`src/pph_pkg.sv`:
```
// Purpose: Constants for the parallel port handshake block
// Assumes: 100 MHz clk, synchronous active-high rst
// Notes:   Register index equals byte offset on the plain port
// Overview of operation
// - Ports 0, 1, 2 each choose input or output handshake independently.
// - Falling edge of a port's incoming line raises that port's request.
// - Writing a byte in output handshake drives the data valid strobe low.
// - After a write the strobe stays high until acknowledge is high.
// - Acknowledge low returns the strobe high until the next write.
// - First byte after setup also waits for acknowledge high before the strobe falls.
// - Input handshake: lower direction bit set, upper clear; port 2 bit 7 set.
// - Output handshake: both direction bits clear; port 2 bit 7 clear.
// - Handshake enabled by aux mode bits 2; 3 and 4; 5 per port.
package pph_pkg;
  localparam int          ADDR_W        = 4;
  localparam int          NUM_PORTS     = 3;
  localparam logic [3:0]  OFS_PORT0     = 4'h0;
  localparam logic [3:0]  OFS_PORT1     = 4'h1;
  localparam logic [3:0]  OFS_PORT2     = 4'h2;
  localparam logic [3:0]  OFS_AUX_OUT   = 4'h3;
  localparam logic [3:0]  OFS_P01_DIR   = 4'h4;
  localparam logic [3:0]  OFS_P2_DIR    = 4'h5;
  localparam logic [3:0]  OFS_AUX_MODE  = 4'h6;
  localparam logic [3:0]  OFS_IRQ_STAT  = 4'h7;
  localparam logic [3:0]  OFS_IRQ_MASK  = 4'h8;
  localparam logic [3:0]  OFS_HS_STAT   = 4'h9;
  // Direction bit positions (lower, upper) in the shared port 0/1 register; port 2 uses one bit of its own register
  localparam int          P0_DIR_LO     = 6;
  localparam int          P0_DIR_HI     = 7;
  localparam int          P1_DIR_LO     = 3;
  localparam int          P1_DIR_HI     = 4;
  localparam int          P2_DIR_BIT    = 7;
  // Aux mode enables and aux output strobe bits
  localparam int          P0_EN_BIT     = 2;
  localparam int          P1_EN_BIT_A   = 3;
  localparam int          P1_EN_BIT_B   = 4;
  localparam int          P2_EN_BIT     = 5;
  localparam int          P0_AUX_BIT    = 5;
  localparam int          P1_AUX_BIT    = 4;
  localparam int          P2_AUX_BIT    = 6;
  localparam logic [7:0]  RST_BYTE      = 8'h00;
  localparam logic [7:0]  RST_AUX_OUT   = 8'hFF;
  localparam logic [7:0]  RST_P01_DIR   = 8'hD8;
  localparam logic [7:0]  RST_P2_DIR    = 8'hFF;
  localparam int          SYNC_STAGES   = 3;
endpackage

```
`src/pph_chan_if.sv`:
```
// Purpose: Carrier between the register side and one handshake channel
// Assumes: Same clock on both sides
// Notes:   wr, rd, line_fall and req are single-cycle pulses; hs_line is a level
`timescale 1ns/100ps
interface pph_chan_if;
  logic       en;
  logic       dir_in;
  logic       wr;
  logic [7:0] wdata;
  logic       rd;
  logic       line_lvl;
  logic       line_fall;
  logic [7:0] pin_data;
  logic       hs_line;
  logic [7:0] data_q;
  logic       req;
  modport ctl
  (
    output en, dir_in, wr, wdata, rd, line_lvl, line_fall, pin_data,
    input  hs_line, data_q, req
  );
  modport chan
  (
    input  en, dir_in, wr, wdata, rd, line_lvl, line_fall, pin_data,
    output hs_line, data_q, req
  );
endinterface // pph_chan_if

```
`src/pph_chan.sv`:
```
// Purpose: One port's strobe/acknowledge engine
// Assumes: line_lvl and line_fall already synchronised
// Notes:   hs_line is the level the device drives on its outgoing line
`timescale 1ns/100ps
module pph_chan
(
  input  wire logic   clk,
  input  wire logic   rst,
  pph_chan_if.chan    cif
);
  typedef enum logic [1:0] {ST_IDLE, ST_DEFER, ST_VALID, ST_HELD} pph_state_t;

  pph_state_t state;
  pph_state_t next_state;
  logic [7:0] data_q;
  logic [7:0] next_data_q;

  always_comb
  begin
    next_state  = state;
    next_data_q = data_q;
    if (cif.wr)
      next_data_q = cif.wdata;
    case (state)
      ST_IDLE:
      begin
        if (cif.wr && !cif.dir_in)
          next_state = ST_DEFER;
        else if (cif.dir_in && cif.line_fall)
        begin
          next_data_q = cif.pin_data;
          next_state  = ST_HELD;
        end
      end
      ST_DEFER:
        if (cif.line_lvl)
          next_state = ST_VALID;
      ST_VALID:
        if (cif.line_fall)
          next_state = ST_IDLE;
      ST_HELD:
        if (cif.rd)
          next_state = ST_IDLE;
      default:
        next_state = ST_IDLE;
    endcase
    // Disable, or a mode change that clears en, abandons any transfer in flight
    if (!cif.en)
      next_state = ST_IDLE;
  end

  always_ff @(posedge clk)
  begin
    if (rst)
    begin
      state  <= ST_IDLE;
      data_q <= pph_pkg::RST_BYTE;
    end
    else
    begin
      state  <= next_state;
      data_q <= next_data_q;
    end
  end

  // Strobe low only in VALID; ready low while a received byte is unread
  assign cif.hs_line = (state != ST_VALID) && (state != ST_HELD);
  assign cif.data_q  = data_q;
  assign cif.req     = cif.en && cif.line_fall;
endmodule // pph_chan

```
`src/pph_top.sv`:
```
// Purpose: Handshake logic for three 8-bit parallel ports
// Assumes: Plain register port, read data valid the cycle after rd
// Notes:   Outgoing line follows the aux output bit while handshake is off
//
// Strobed register access and the address map were chosen for this implementation.
`timescale 1ns/100ps
module pph_top
(
  input  wire logic                       clk,
  input  wire logic                       rst,
  input  wire logic [pph_pkg::ADDR_W-1:0] addr,
  input  wire logic [7:0]                 wdata,
  input  wire logic                       wr,
  input  wire logic                       rd,
  output logic [7:0]                      rdata,
  input  wire logic [2:0]                 hs_in,
  output logic [2:0]                      hs_out,
  input  wire logic [23:0]                port_in,
  output logic [23:0]                     port_out,
  output logic [23:0]                     port_oe,
  output logic                            port0_request,
  output logic                            port1_request,
  output logic                            port2_request,
  output logic                            irq
);
  localparam int NP = pph_pkg::NUM_PORTS;

  logic [7:0]    aux_out;
  logic [7:0]    next_aux_out;
  logic [7:0]    port01_direction_reg;
  logic [7:0]    next_port01_direction_reg;
  logic [7:0]    port2_direction_reg;
  logic [7:0]    next_port2_direction_reg;
  logic [7:0]    aux_port_mode_reg;
  logic [7:0]    next_aux_port_mode_reg;
  logic [NP-1:0] irq_stat;
  logic [NP-1:0] next_irq_stat;
  logic [NP-1:0] irq_mask;
  logic [NP-1:0] next_irq_mask;
  logic [7:0]    rdata_q;
  logic [7:0]    next_rdata_q;
  logic [7:0]    out_q [NP];
  logic [7:0]    next_out_q [NP];

  logic [NP-1:0] en;
  logic [NP-1:0] dir_in;
  logic [NP-1:0] dir_out;
  logic [NP-1:0] aux_bit;
  logic [NP-1:0] line_lvl;
  logic [NP-1:0] req;
  logic [NP-1:0] hs_line;
  logic [7:0]    data_q [NP];

  // Mode decode; address/data or mixed settings leave handshake off
  always_comb
  begin
    dir_in[0]  = port01_direction_reg[pph_pkg::P0_DIR_LO] && !port01_direction_reg[pph_pkg::P0_DIR_HI];
    dir_out[0] = !port01_direction_reg[pph_pkg::P0_DIR_LO] && !port01_direction_reg[pph_pkg::P0_DIR_HI];
    dir_in[1]  = port01_direction_reg[pph_pkg::P1_DIR_LO] && !port01_direction_reg[pph_pkg::P1_DIR_HI];
    dir_out[1] = !port01_direction_reg[pph_pkg::P1_DIR_LO] && !port01_direction_reg[pph_pkg::P1_DIR_HI];
    dir_in[2]  = port2_direction_reg[pph_pkg::P2_DIR_BIT];
    dir_out[2] = !port2_direction_reg[pph_pkg::P2_DIR_BIT];
    en[0] = aux_port_mode_reg[pph_pkg::P0_EN_BIT] && (dir_in[0] || dir_out[0]);
    en[1] = aux_port_mode_reg[pph_pkg::P1_EN_BIT_A] && aux_port_mode_reg[pph_pkg::P1_EN_BIT_B]
            && (dir_in[1] || dir_out[1]);
    en[2] = aux_port_mode_reg[pph_pkg::P2_EN_BIT];
    aux_bit[0] = aux_out[pph_pkg::P0_AUX_BIT];
    aux_bit[1] = aux_out[pph_pkg::P1_AUX_BIT];
    aux_bit[2] = aux_out[pph_pkg::P2_AUX_BIT];
  end

  genvar g;
  generate
    for (g = 0; g < NP; g++)
    begin : g_port
      logic [pph_pkg::SYNC_STAGES-1:0] sync_q;
      logic [pph_pkg::SYNC_STAGES-1:0] next_sync_q;
      logic                            stable;
      logic                            next_stable;
      pph_chan_if                      cif ();

      // Level counts once stages two and three agree
      always_comb
      begin
        next_sync_q = {sync_q[pph_pkg::SYNC_STAGES-2:0], hs_in[g]};
        next_stable = (sync_q[1] == sync_q[2]) ? sync_q[2] : stable;
      end

      always_ff @(posedge clk)
      begin
        if (rst)
        begin
          sync_q <= '1;
          stable <= 1'b1;
        end
        else
        begin
          sync_q <= next_sync_q;
          stable <= next_stable;
        end
      end

      assign cif.en        = en[g];
      assign cif.dir_in    = dir_in[g];
      assign cif.wr        = wr && (addr == pph_pkg::ADDR_W'(g));
      assign cif.wdata     = wdata;
      assign cif.rd        = rd && (addr == pph_pkg::ADDR_W'(g));
      assign cif.line_lvl  = stable;
      assign cif.line_fall = stable && !next_stable;
      assign cif.pin_data  = port_in[g*8 +: 8];
      assign line_lvl[g]   = stable;
      assign req[g]        = cif.req;
      assign hs_line[g]    = cif.hs_line;
      assign data_q[g]     = cif.data_q;

      pph_chan u_chan
      (
        .clk (clk),
        .rst (rst),
        .cif (cif)
      );

      // Before enable the line carries the aux bit, which software sets high
      assign hs_out[g]        = en[g] ? hs_line[g] : aux_bit[g];
      assign port_out[g*8 +: 8] = out_q[g];
      assign port_oe[g*8 +: 8]  = dir_out[g] ? 8'hFF : 8'h00;
    end
  endgenerate

  always_comb
  begin
    next_aux_out              = aux_out;
    next_port01_direction_reg = port01_direction_reg;
    next_port2_direction_reg  = port2_direction_reg;
    next_aux_port_mode_reg    = aux_port_mode_reg;
    next_irq_mask             = irq_mask;
    next_irq_stat             = irq_stat;
    next_rdata_q              = 8'h00;
    for (int i = 0; i < NP; i++)
    begin
      next_out_q[i] = out_q[i];
      if (wr && addr == pph_pkg::ADDR_W'(i))
        next_out_q[i] = wdata;
    end
    if (wr)
    begin
      case (addr)
        pph_pkg::OFS_AUX_OUT:  next_aux_out              = wdata;
        pph_pkg::OFS_P01_DIR:  next_port01_direction_reg = wdata;
        pph_pkg::OFS_P2_DIR:   next_port2_direction_reg  = wdata;
        pph_pkg::OFS_AUX_MODE: next_aux_port_mode_reg    = wdata;
        pph_pkg::OFS_IRQ_STAT: next_irq_stat             = irq_stat & ~wdata[NP-1:0];
        pph_pkg::OFS_IRQ_MASK: next_irq_mask             = wdata[NP-1:0];
        default:               next_aux_out              = aux_out;
      endcase
    end
    // A request in the clearing cycle survives
    next_irq_stat = next_irq_stat | req;
    if (rd)
    begin
      case (addr)
        pph_pkg::OFS_PORT0:    next_rdata_q = data_q[0];
        pph_pkg::OFS_PORT1:    next_rdata_q = data_q[1];
        pph_pkg::OFS_PORT2:    next_rdata_q = data_q[2];
        pph_pkg::OFS_AUX_OUT:  next_rdata_q = aux_out;
        pph_pkg::OFS_P01_DIR:  next_rdata_q = port01_direction_reg;
        pph_pkg::OFS_P2_DIR:   next_rdata_q = port2_direction_reg;
        pph_pkg::OFS_AUX_MODE: next_rdata_q = aux_port_mode_reg;
        pph_pkg::OFS_IRQ_STAT: next_rdata_q = {5'h00, irq_stat};
        pph_pkg::OFS_IRQ_MASK: next_rdata_q = {5'h00, irq_mask};
        pph_pkg::OFS_HS_STAT:  next_rdata_q = {2'h0, hs_out, line_lvl};
        default:               next_rdata_q = 8'h00;
      endcase
    end
  end

  always_ff @(posedge clk)
  begin
    if (rst)
    begin
      aux_out              <= pph_pkg::RST_AUX_OUT;
      port01_direction_reg <= pph_pkg::RST_P01_DIR;
      port2_direction_reg  <= pph_pkg::RST_P2_DIR;
      aux_port_mode_reg    <= pph_pkg::RST_BYTE;
      irq_stat             <= '0;
      irq_mask             <= '0;
      rdata_q              <= pph_pkg::RST_BYTE;
      for (int i = 0; i < NP; i++)
        out_q[i] <= pph_pkg::RST_BYTE;
    end
    else
    begin
      aux_out              <= next_aux_out;
      port01_direction_reg <= next_port01_direction_reg;
      port2_direction_reg  <= next_port2_direction_reg;
      aux_port_mode_reg    <= next_aux_port_mode_reg;
      irq_stat             <= next_irq_stat;
      irq_mask             <= next_irq_mask;
      rdata_q              <= next_rdata_q;
      for (int i = 0; i < NP; i++)
        out_q[i] <= next_out_q[i];
    end
  end

  assign rdata         = rdata_q;
  assign port0_request = req[0];
  assign port1_request = req[1];
  assign port2_request = req[2];
  assign irq           = |(irq_stat & irq_mask);
endmodule // pph_top

```
`config.mk`:
```
export PLATFORM = sky130hd
export DESIGN_NAME = pph_top
export DESIGN_NICKNAME = d
export VERILOG_FILES = /design/src/pph_pkg.sv /design/src/pph_chan_if.sv /design/src/pph_chan.sv /design/src/pph_top.sv
export SDC_FILE = /design/constraint.sdc
export NUM_CORES = 1
export LEC_CHECK = 0
export ABC_AREA = 1
export BUFFER_PORTS_ARGS = -buffer_cell sky130_fd_sc_hd__buf_4
export CORE_MARGIN = 5
export CORE_UTILIZATION = 60
export CTS_CLUSTER_SIZE = 12
export DETAILED_ROUTE_END_ITERATION = 7
export PLACE_DENSITY = 0.92
export SLEW_MARGIN = 5
export SYNTH_ARGS = -nofsm -noshare
export SYNTH_HDL_FRONTEND = slang
export SYNTH_HIERARCHICAL = 1
export SYNTH_SLANG_ARGS = --single-unit
```
`constraint.sdc`:
```
create_clock -name clk -period 2.5 [get_ports clk]
set_input_delay 0.25 -clock clk [delete_from_list [all_inputs] [get_ports clk]]
set_output_delay 0.25 -clock clk [all_outputs]
set_load 0.01 [all_outputs]
```
Yosys cells after proc, flatten, opt, wreduce, memory -nomap -nowiden
Memories as Yosys holds them, arrays and structs flattened.
Index checks and enable logic that the tools add are counted.
{"block": "classes", "eq_ne": 39, "n_bitwise": 11, "n_reduce_logical": 57, "mux": 51}
{"cell": "2-to-1 mux 8 bit", "count": 21}
{"cell": "case mux 8 bit (10 select lines)", "count": 1}
{"cell": "2-to-1 mux 2 bit", "count": 15}
{"cell": "logical AND 1 bit", "count": 28}
{"cell": "inequality test 2 bit, second input constant", "count": 12}
{"cell": "case mux 2 bit (4 select lines)", "count": 3}
{"cell": "equality test 4 x 3 -> 1 bit, second input constant", "count": 4}
{"cell": "equality test 2 bit, second input constant", "count": 6}
{"cell": "AND reduction 4 bit", "count": 3}
{"cell": "logical NOT 1 bit", "count": 10}
{"cell": "AND reduction 2 bit", "count": 5}
{"cell": "2-to-1 mux 1 bit", "count": 9}
{"cell": "inequality test 3 x 1 -> 1 bit, second input constant", "count": 3}
{"cell": "equality test 4 x 2 -> 1 bit, second input constant", "count": 2}
{"cell": "equality test 4 bit, second input constant", "count": 2}
{"cell": "OR reduction 2 bit", "count": 4}
{"cell": "AND 3 bit", "count": 2}
{"cell": "equality test 2 x 1 -> 1 bit, second input constant", "count": 3}
{"cell": "logical NOT 2 bit", "count": 3}
{"cell": "2-to-1 mux 3 bit", "count": 2}
{"cell": "inequality test 2 x 1 -> 1 bit, second input constant", "count": 3}
{"cell": "equality test 4 x 1 -> 1 bit, second input constant", "count": 1}
{"cell": "logical NOT 4 bit", "count": 1}
{"cell": "inverter 1 bit", "count": 4}
{"cell": "other kinds (6)", "count": 11}
{"block": "totals", "n_memories": 1, "register_bits": 88, "mem_bits_rw": 24, "output_inout_bits": 63}
{"memory": "out_q", "depth": 3, "word_bits": 8, "read_ports": 3, "rd_clocked_by_memory_dff": 0, "write_ports": 3, "line": "pph_top.sv:42", "rtl": "logic [7:0] out_q [NP];"}

Depth between registers and ports, before layout
Gate-level depths: netlist (run 1).
{"block": "logic_depth", "depth_word": 8, "depth_mapped": 11, "ltp_nobuf": 10}

Cells and area by module
Netlist (run 1), hierarchy kept.
{"mod": "pph_top", "area_each_um2": 3723.6, "n_inst": 1, "cells_per_inst": 528, "seq_area_each_um2": 1641.6}
{"mod": "pph_chan", "area_each_um2": 556.8, "n_inst": 3, "cells_per_inst": 85, "seq_area_each_um2": 200.2}

Worst setup path before layout (run 1)
No wires, ideal clock.
{"block": "synth_timing", "kind": "input to register", "startpoint": "input addr[3] in the netlist's numbering", "endpoint": "register g_port[2].u_chan.data_q[0]", "slack_ns": 0.913, "path_stages": 9, "setup_ns": 0.119, "arrival_time_ns": 1.467, "required_time_ns": 2.381, "path_buffers": 3, "cell_sequence": "nor2_1 buf_2 nand3_2 inv_2 buf_2 buf_2 o21ai_0 o21ai_0 a21oi_1"}
{"block": "synth_between", "elab_chain_cells": 6}
{"element": "start: declaration", "line": "pph_top.sv:11", "rtl": "input wire logic [pph_pkg::ADDR_W-1:0] addr,"}
{"element": "equality test 4 x 2 -> 1 bit (*)", "line": "pph_top.sv:105", "rtl": "assign cif.wr = wr && (addr == pph_pkg::ADDR_W'(g));"}
{"element": "logical AND 1 bit (*)", "line": "pph_top.sv:105"}
{"element": "via g_port[2].cif.wr", "line": "pph_chan_if.sv:8", "rtl": "logic wr;"}
{"element": "2-to-1 mux 8 bit", "line": "pph_chan.sv:22", "rtl": "if (cif.wr)"}
{"element": "2-to-1 mux 8 bit", "line": "pph_chan.sv:29", "rtl": "else if (cif.dir_in && cif.line_fall)"}
{"element": "2-to-1 mux 8 bit", "line": "pph_chan.sv:27", "rtl": "if (cif.wr && !cif.dir_in)"}
{"element": "2-to-1 mux 8 bit (*)", "line": "pph_chan.sv:24", "rtl": "case (state)"}
{"element": "end signal: assignment", "line": "pph_chan.sv:57", "rtl": "data_q <= pph_pkg::RST_BYTE;"}
{"element": "end signal: assignment", "line": "pph_chan.sv:62", "rtl": "data_q <= next_data_q;"}
{"element": "end: declaration", "line": "pph_chan.sv:15", "rtl": "logic [7:0] data_q;"}
The timed path passes the listed nets; every way through them passes the cells marked *.
A chain may end at the register's enable or synchronous reset.

Final worst setup path (run 1)
{"block": "layout_timing", "startpoint": "register g_port[2].stable", "endpoint": "register g_port[2].u_chan.data_q[7]"}
{"block": "layout_between", "elab_chain_cells": 7}
{"element": "start: declaration", "line": "pph_top.sv:78", "rtl": "logic stable;"}
{"element": "start signal: assignment", "line": "pph_top.sv:99", "rtl": "stable <= next_stable;"}
{"element": "2-to-1 mux 1 bit", "line": "pph_top.sv:86", "rtl": "next_stable = (sync_q[1] == sync_q[2]) ? sync_q[2] : stable;"}
{"element": "logical NOT 1 bit", "line": "pph_top.sv:109", "rtl": "assign cif.line_fall = stable && !next_stable;"}
{"element": "logical AND 1 bit (*)", "line": "pph_top.sv:109"}
{"element": "via g_port[2].cif.line_fall", "line": "pph_chan_if.sv:12", "rtl": "logic line_fall;"}
{"element": "logical AND 1 bit (*)", "line": "pph_chan.sv:29"}
{"element": "2-to-1 mux 8 bit (*)", "line": "pph_chan.sv:29"}
{"element": "2-to-1 mux 8 bit (*)", "line": "pph_chan.sv:27"}
{"element": "2-to-1 mux 8 bit (*)", "line": "pph_chan.sv:24"}
Marks and branches as above.

==> flow_metrics.env, run 1 <==
export IMPL_run_status="complete, no violations"
export IMPL_slowest_delay_ps=540
export IMPL_hold_buffers=0
export IMPL_grt_start_max_net_pins=51
export IMPL_syn2layout_area_growth_pct=15.9
export IMPL_cp_cell_sequence="nor3b_1 > nand2_2 > nor3_4 > o21ai_0 > a21oi_1"
export IMPL_detailroute_via_count=5454
export IMPL_initial_utilization_pct=61.9
export IMPL_clkLatencyLatePin_ps=370
export IMPL_synth_fp_nets=826
export IMPL_worst_slew_pin_transition_ps=864
export IMPL_power_static_leakage_nw=2.86
export IMPL_cts_buffer_depth=2
export IMPL_synth_distinct_cells=27
export IMPL_route_detailed_vias_per_inst=5.62
export IMPL_power_ir_vdd_worst_v=0.000324
export IMPL_chipWidth_um=105
export IMPL_cts_inserted_buffers=9
export IMPL_count_of_unresolved_drc_violations_after_routing=0
export IMPL_post_cts_resized_instances=0
export IMPL_floorplan_die_area_mm2=0.0110
export IMPL_final_setup_skew_ps=11.1
export IMPL_portBuffers=105
export IMPL_pin_count=106
export IMPL_grt_pass1_wl_um=24800
export IMPL_worst_hold_path_type="in2reg"
export IMPL_number_of_antenna_violations_at_the_first_check_in_global_routing=0
export IMPL_maximum_net_fanout_on_the_critical_path=16
export IMPL_clockRootBuffer="sky130_fd_sc_hd__clkbuf_8"
export IMPL_critical_path_slowest_cell="sky130_fd_sc_hd__nor3b_1"
export IMPL_antenna_violating_nets_post_route=0
export IMPL_finish_cell_count_without_fillers=970
export IMPL_report_final_setup_viol=0
export IMPL_final_core_utilization_pct=71.7
export IMPL_die_height_um=105
export IMPL_total_number_of_placement_rows=34
export IMPL_finish_instance_area_mm2=0.00625
export IMPL_yosys_area_top_type="sky130_fd_sc_hd__dfxtp_1"
export IMPL_reg_largest_list="g_port.u_chan/cif.data_q x24, out_q x24, g_port.sync_q x9"
export IMPL_maxSlewViolCount=0
export IMPL_grt_pass1_vias=4999
export IMPL_groute_usage_overall_pct=27.4
export IMPL_placed_cells=954
export IMPL_yosys_register_bits=112
export IMPL_postCtsSetupBuffers=0
export IMPL_syn_avg_cell_area_um2=6.89
export IMPL_core_area_mm2=0.00872
export IMPL_drt_first_iter_violations=564
export IMPL_dr_pass1_iters=6
export IMPL_synthesis_instances=783
export IMPL_fmax_mhz=516
export IMPL_relSlewSlack_pct=42.3
export IMPL_worst_endpoint_required_ps=2800
export IMPL_finish_net_count=900
export IMPL_setup_slack_ps=563
export IMPL_timing_critical_path_arrival_ps=2240
export IMPL_share_of_the_clock_period_used_by_the_worst_path_pct=77.5
export IMPL_synthTopCellsByArea="sky130_fd_sc_hd__dfxtp_1 42%, sky130_fd_sc_hd__nand2_1 14%, sky130_fd_sc_hd__a21oi_1 7.5%"
export IMPL_finalWirelength_um=15400
export IMPL_maxCapViolations=0
export IMPL_cts_sinks=112
export IMPL_cts_tree="built"
export IMPL_yosysTopAreaCellShare_pct=41.6
export IMPL_criticalPathCategory="reg2reg"
export IMPL_ys_warn_count=6
export IMPL_clk_transition_reported_paths_ps=120
export IMPL_hpwl_detailed_um=11000
export IMPL_grt_setup_unrepaired="false"
export IMPL_gp_routability_congestion=0.989
export IMPL_wire_per_inst_um=15.9
export IMPL_layout_drive_gt1_share_pct=19.6
export IMPL_synth_yosys_seq_area_share_pct=41.6
export IMPL_worstSetupStartpointType="register"
export IMPL_fill_cells=673
export IMPL_report_final_hold_viol_count=0
export IMPL_gr_total_overflow=0
export IMPL_dpl_instance_area_mm2=0.00605
export IMPL_cp_end_kind="register"
export IMPL_final_antenna_diode_count=0
export IMPL_cts_htree_levels=3
export IMPL_post_route_min_period_ps=1940
export IMPL_final_setup_tns_ps=0
export IMPL_placement_setup_worst_slack_ps=603
export IMPL_power_density_mw_per_mm2=515
export IMPL_mappedNetlistArea_mm2=0.00539
## synthesized netlist by cell type
cell                       count
sky130_fd_sc_hd__nor3_1        2
sky130_fd_sc_hd__clkinv_2      1
sky130_fd_sc_hd__nand3_2       4
sky130_fd_sc_hd__o211ai_1     10
sky130_fd_sc_hd__buf_2        12
sky130_fd_sc_hd__inv_2         7
sky130_fd_sc_hd__nor3_4        3
sky130_fd_sc_hd__o21ai_1      11
sky130_fd_sc_hd__nand2_2       9
sky130_fd_sc_hd__or2_2         9
sky130_fd_sc_hd__nand2_4       1
sky130_fd_sc_hd__buf_6         4
sky130_fd_sc_hd__clkbuf_1      9
sky130_fd_sc_hd__dfxtp_1     112
sky130_fd_sc_hd__nand3_1      65
sky130_fd_sc_hd__o21ai_0      67
sky130_fd_sc_hd__clkinv_1      1
sky130_fd_sc_hd__a21oi_1      81
sky130_fd_sc_hd__nor2_1       33
sky130_fd_sc_hd__buf_4        23
sky130_fd_sc_hd__and2_1        3
sky130_fd_sc_hd__nor2_2        5
sky130_fd_sc_hd__nor3b_1       3
sky130_fd_sc_hd__nand2_1     198
sky130_fd_sc_hd__nor2_4        3
sky130_fd_sc_hd__inv_1       104
sky130_fd_sc_hd__nand3b_1      3
## cells in the final DEF, fill, tap and decap left out, types with 7 or more instances in the layout
cell type / netlist / layout
sky130_fd_sc_hd__a21oi_1: 81 / 81
sky130_fd_sc_hd__buf_4: 23 / 111
sky130_fd_sc_hd__clkbuf_8: 0 / 9
sky130_fd_sc_hd__dfxtp_1: 112 / 112
sky130_fd_sc_hd__inv_1: 104 / 104
sky130_fd_sc_hd__inv_2: 7 / 7
sky130_fd_sc_hd__nand2_1: 198 / 198
sky130_fd_sc_hd__nand2_2: 9 / 9
sky130_fd_sc_hd__nand3_1: 65 / 65
sky130_fd_sc_hd__nor2_1: 33 / 33
sky130_fd_sc_hd__o211ai_1: 10 / 10
sky130_fd_sc_hd__o21ai_0: 67 / 67
sky130_fd_sc_hd__o21ai_1: 11 / 11
sky130_fd_sc_hd__or2_2: 9 / 9
## critical path, delay by kind of cell, from the launching register on
| family | cells | cell delay (ps) |
|---|---|---|
| AND/OR/NAND/NOR | 3 | 1150 |
| flip-flops | 1 | 420 |
| AO/OA/AOI/OAI | 2 | 300 |
## per-layer routing
metal	GRT usage, %	vias up	routed length, µm
met5	0	-	0
li1	-	2615	-
met1	36.4	2423	6000
met3	5.30	48	1810
met2	43.9	368	7150
met4	10.7	0	482
## power by group
| part | switching (W) | internal (W) | total, W |
|---|---|---|---|
| Combinational | 0.000196 | 0.000112 | 0.000308 |
| Clock | 0.000678 | 0.000394 | 0.00107 |
| Sequential | 0.0000195 | 0.00182 | 0.00184 |
## cell type report
class / instances / area [µm²] / share of cell area (%)
clock buffer: 9 / 124 / 1.98
clock inverter: 7 / 75.1 / 1.20
inverter: 113 / 425 / 6.81
multi-input combinational: 510 / 2410 / 38.6
sequential: 112 / 2240 / 35.9
tap: 108 / 135 / 2.16
timing repair buffer: 111 / 833 / 13.3
## path summary, 6_finish.rpt
check                                             from                             end  slack (ps)  cells past startpoint
worst max-delay path            g_port[2].cif.line_lvl  g_port[2].u_chan/cif.data_q[7]         560                      5
worst min-delay path                          hs_in[1]             g_port[1].sync_q[0]          50                      2
worst max register to register  g_port[2].cif.line_lvl  g_port[2].u_chan/cif.data_q[7]         560                      5
worst min register to register     g_port[0].sync_q[0]             g_port[0].sync_q[1]         420                      1
## stage by stage
step	power, W	hold slack (ps)
floorplan	0.00203	354
global placement	0.00217	393
detailed placement	0.00217	398
CTS	0.00322	45.0
global route	0.00333	55.6
finish	0.00322	53.8
## cell families after synthesis
kind of cell           Yosys count  share of synthesized area, %
buffers and inverters          161                          13.7
AO/OA/AOI/OAI                  169                          16.1
AND/OR/NAND/NOR                341                          28.6
flip-flops                     112                          41.6
Note: power is estimated with default switching activity, not from simulation.
==> run 2, diff against run 1 <==
--- a/config.mk
+++ b/config.mk
@@ -5,13 +5,13 @@
 export SDC_FILE = /design/constraint.sdc
 export NUM_CORES = 1
 export LEC_CHECK = 0
-export ABC_AREA = 1
+export ABC_AREA = 0
 export BUFFER_PORTS_ARGS = -buffer_cell sky130_fd_sc_hd__buf_4
 export CORE_MARGIN = 5
-export CORE_UTILIZATION = 60
+export CORE_UTILIZATION = 50
 export CTS_CLUSTER_SIZE = 12
 export DETAILED_ROUTE_END_ITERATION = 7
-export PLACE_DENSITY = 0.92
+export PLACE_DENSITY = 0.82
 export SLEW_MARGIN = 5
 export SYNTH_ARGS = -nofsm -noshare
 export SYNTH_HDL_FRONTEND = slang
==> constraint.sdc (replaced) <==
create_clock -name clk -period 1.7 [get_ports clk]
set_input_delay 0.17 -clock clk [delete_from_list [all_inputs] [get_ports clk]]
set_output_delay 0.17 -clock clk [all_outputs]
set_load 0.01 [all_outputs]
==> run 2 against run 1 <==
Non-clock buffer count grew 29; critical path depth down 2; sequential power increased by 47%; via count fell by 12%; worst hold slack better by 18 ps; total power increased by 53%; synthesized cell count decreased by 22%; utilization fell by 11 points; area after synthesis rose by 3.0%; clock-buffer cell count unchanged; flip-flop and latch count unchanged; highest routed layer unchanged.
==> flow_metrics.env, run 2 <==
export IMPL_run_status="complete, no violations"
export IMPL_cts_buffer_depth=2
export IMPL_async_reset_ff_share_pct=0
export IMPL_mappedNetlistArea_mm2=0.00556
export IMPL_antenna_violating_nets_post_route=0
export IMPL_syn2layout_area_growth_pct=18.3
export IMPL_maxCapViolations=0
export IMPL_chipWidth_um=115
export IMPL_worst_hold_path_type="in2reg"
export IMPL_yosys_area_top_type="sky130_fd_sc_hd__dfxtp_1"
export IMPL_clockRootBuffer="sky130_fd_sc_hd__clkbuf_8"
export IMPL_final_hold_worst_slack_ps=71.6
export IMPL_maxSlewViolCount=0
export IMPL_min_delay_worst_endpoint="port01_direction_reg[2]"
export IMPL_synth_fp_nets=656
export IMPL_worst_slew_pin_transition_ps=538
export IMPL_holdCritStartpoint="rst"
export IMPL_detailroute_via_count=4786
export IMPL_seq_power_share_pct=54.8
export IMPL_finish_net_count=747
export IMPL_dr_pass1_iters=5
export IMPL_worst_endpoint_required_ps=1530
export IMPL_synthTopCellsByArea="sky130_fd_sc_hd__dfxtp_1 40%, sky130_fd_sc_hd__nand2_1 7.0%, sky130_fd_sc_hd__mux2i_1 5.9%"
export IMPL_gp_routability_congestion=0.939
export IMPL_power_static_leakage_nw=2.51
export IMPL_cts_htree_levels=3
export IMPL_ys_warn_count=6
export IMPL_worst_r2r_cell_count=5
export IMPL_grt_start_max_net_pins=69
export IMPL_final_setup_tns_ps=0
export IMPL_fill_cells=954
export IMPL_maximum_net_fanout_on_the_critical_path=5
export IMPL_cp_end_kind="primary output"
export IMPL_count_of_unresolved_drc_violations_after_routing=0
export IMPL_synth_edf_count=0
export IMPL_pin_count=106
export IMPL_synthMostInstantiatedCell="sky130_fd_sc_hd__dfxtp_1"
export IMPL_report_final_setup_viol=0
export IMPL_post_layout_total_power_w=0.00492
export IMPL_portBuffers=105
export IMPL_groute_usage_overall_pct=25.4
export IMPL_timing_critical_path_arrival_ps=1480
export IMPL_criticalPathCategory="reg2out"
export IMPL_most_common_layout_cells="134 x sky130_fd_sc_hd__buf_4, 108 x sky130_fd_sc_hd__dfxtp_1, 104 x sky130_fd_sc_hd__nand2_1"
export IMPL_synthesis_instances=613
export IMPL_share_of_the_clock_period_used_by_the_worst_path_pct=96.9
export IMPL_clkPwrFrac_pct=33.9
export IMPL_yosys_register_bits=112
export IMPL_grt_pass1_wl_um=25800
export IMPL_setup_reg_to_reg_worst_slack_ps=200
export IMPL_grt_pass1_vias=4675
export IMPL_cts_inserted_buffers=9
export IMPL_drt_first_iter_violations=366
export IMPL_die_height_um=115
export IMPL_route_detailed_vias_per_inst=5.64
export IMPL_gr_total_overflow=0
export IMPL_reg_largest_list="g_port.u_chan/cif.data_q x24, out_q x24, g_port.sync_q x9"
export IMPL_wire_per_inst_um=19.8
export IMPL_core_area_mm2=0.0109
export IMPL_p_switching_w=0.00132
export IMPL_power_density_mw_per_mm2=749
export IMPL_clk_transition_reported_paths_ps=110
export IMPL_final_antenna_diode_count=0
export IMPL_syn_avg_cell_area_um2=9.06
export IMPL_worstReg2RegEnd="rdata[5]"
export IMPL_worstSetupStartpointType="register"
export IMPL_postCtsSetupBuffers=0
export IMPL_post_route_min_period_ps=1650
export IMPL_finalWirelength_um=16800
export IMPL_synth_yosys_seq_area_share_pct=40.4
export IMPL_number_of_antenna_violations_at_the_first_check_in_global_routing=0
export IMPL_power_switching_fraction_pct=26.8
export IMPL_timing_hold_worst_path_depth=2
export IMPL_synth_ff_type="sky130_fd_sc_hd__dfxtp_1"
export IMPL_grt_setup_unrepaired="false"
export IMPL_total_number_of_placement_rows=38
export IMPL_power_ir_vdd_worst_v=0.000402
export IMPL_cts_sinks=112
export IMPL_hpwl_detailed_um=12300
export IMPL_clkLatencyLatePin_ps=390
export IMPL_fmax_mhz=607
export IMPL_report_final_hold_viol_count=0
export IMPL_cts_tree="built"
export IMPL_relSlewSlack_pct=64.0
export IMPL_final_core_utilization_pct=60.4
export IMPL_floorplan_die_area_mm2=0.0133
export IMPL_final_setup_skew_ps=12.8
export IMPL_pwr_share_comb_pct=11.3
export IMPL_synth_distinct_cells=61
export IMPL_reg_to_reg_critical_path_startpoint="g_port[2].u_chan/state[1]"
export IMPL_most_common_library_cell_in_the_layout_ignoring_fill_and_taps="sky130_fd_sc_hd__buf_4"
export IMPL_internal_power_w=0.00360
export IMPL_initial_utilization_pct=51.0
export IMPL_yosys_top_cells_count="112 x sky130_fd_sc_hd__dfxtp_1, 104 x sky130_fd_sc_hd__nand2_1, 56 x sky130_fd_sc_hd__a21oi_1, 41 x sky130_fd_sc_hd__nor2_1, 33 x sky130_fd_sc_hd__mux2i_1"
export IMPL_yosysTopAreaCellShare_pct=40.4
export IMPL_layout_drive_gt1_share_pct=32.6
run 2: how the worst max path moves through the flow:
stage / from / endpoint / slack, ps / depth (start not counted)
after floorplan: addr[0] / g_port[0].u_chan/state[0] / 50 / 7
after CTS: aux_port_mode_reg[3] / hs_out[1] / 10 / 4
final: port01_direction_reg[7] / hs_out[0] / 50 / 3
after global placement: addr[2] / rdata[5] / 60 / 5
after detailed placement: addr[1] / g_port[0].u_chan/state[0] / -50 / 6
after global routing: port01_direction_reg[7] / hs_out[0] / 9 / 3
run 2: power by group through the flow:
stage                     logic (W)  registers (W)  clock network [W]
after floorplan            0.000309        0.00275                  0
after global placement     0.000535        0.00276                  0
after detailed placement   0.000540        0.00276                  0
after CTS                  0.000547        0.00270            0.00168
after global routing       0.000591        0.00270            0.00179
final                      0.000556        0.00270            0.00167
run 2: critical path, stage by stage (launching register included):
cell                      delay [ps]
sky130_fd_sc_hd__dfxtp_1         400
sky130_fd_sc_hd__nor2b_4         150
sky130_fd_sc_hd__mux2_2          380
sky130_fd_sc_hd__buf_4           150
run 2: layout make-up:
class	count	area, µm²	area share (%)
inverters	21	78.8	1.20
well taps	140	175	2.66
flip-flops and latches	112	2250	34.2
clock buffers	9	124	1.88
repair buffers	140	1100	16.7
clock inverters	7	81.3	1.24
multi-input cells	420	2770	42.2
run 2: cell families after synthesis:
| logic type | after synthesis | share of synthesized area, % |
|---|---|---|
| muxes | 46 | 8.65 |
| and+or+nand+nor | 230 | 21.2 |
| DFF | 112 | 40.4 |
| buffers and inverters | 81 | 10.0 |
| AOI/OAI and AO/OA | 144 | 19.7 |
run 2: metrics by stage:
stage                     setup slack, ps  cells  instance area [µm²]
after detailed placement            -45.8    830                 6320
after global placement               62.0    830                 6320
after CTS                            10.9    849                 6560
after global routing                 9.46    849                 6570
final                                52.4    849                 6570
after floorplan                      52.8    613                 5560
run 2: routing by layer:
metal	global-route usage [%]	share of wire, %	vias to the layer above
met5	0	0	-
met3	3.97	6.8	29
met2	40.5	48	169
li1	-	-	2291
met1	34.0	43	2297
met4	11.4	2.7	0
run 2: what timing repair did:
item | 4_1_cts | 5_1_grt
hold buffers | 3 | 0
gates resized for setup | 3 | 6
hold endpoints to repair | 3 | 0
gates cloned | 0 | 0
endpoints found under the setup margin | 3 | 4
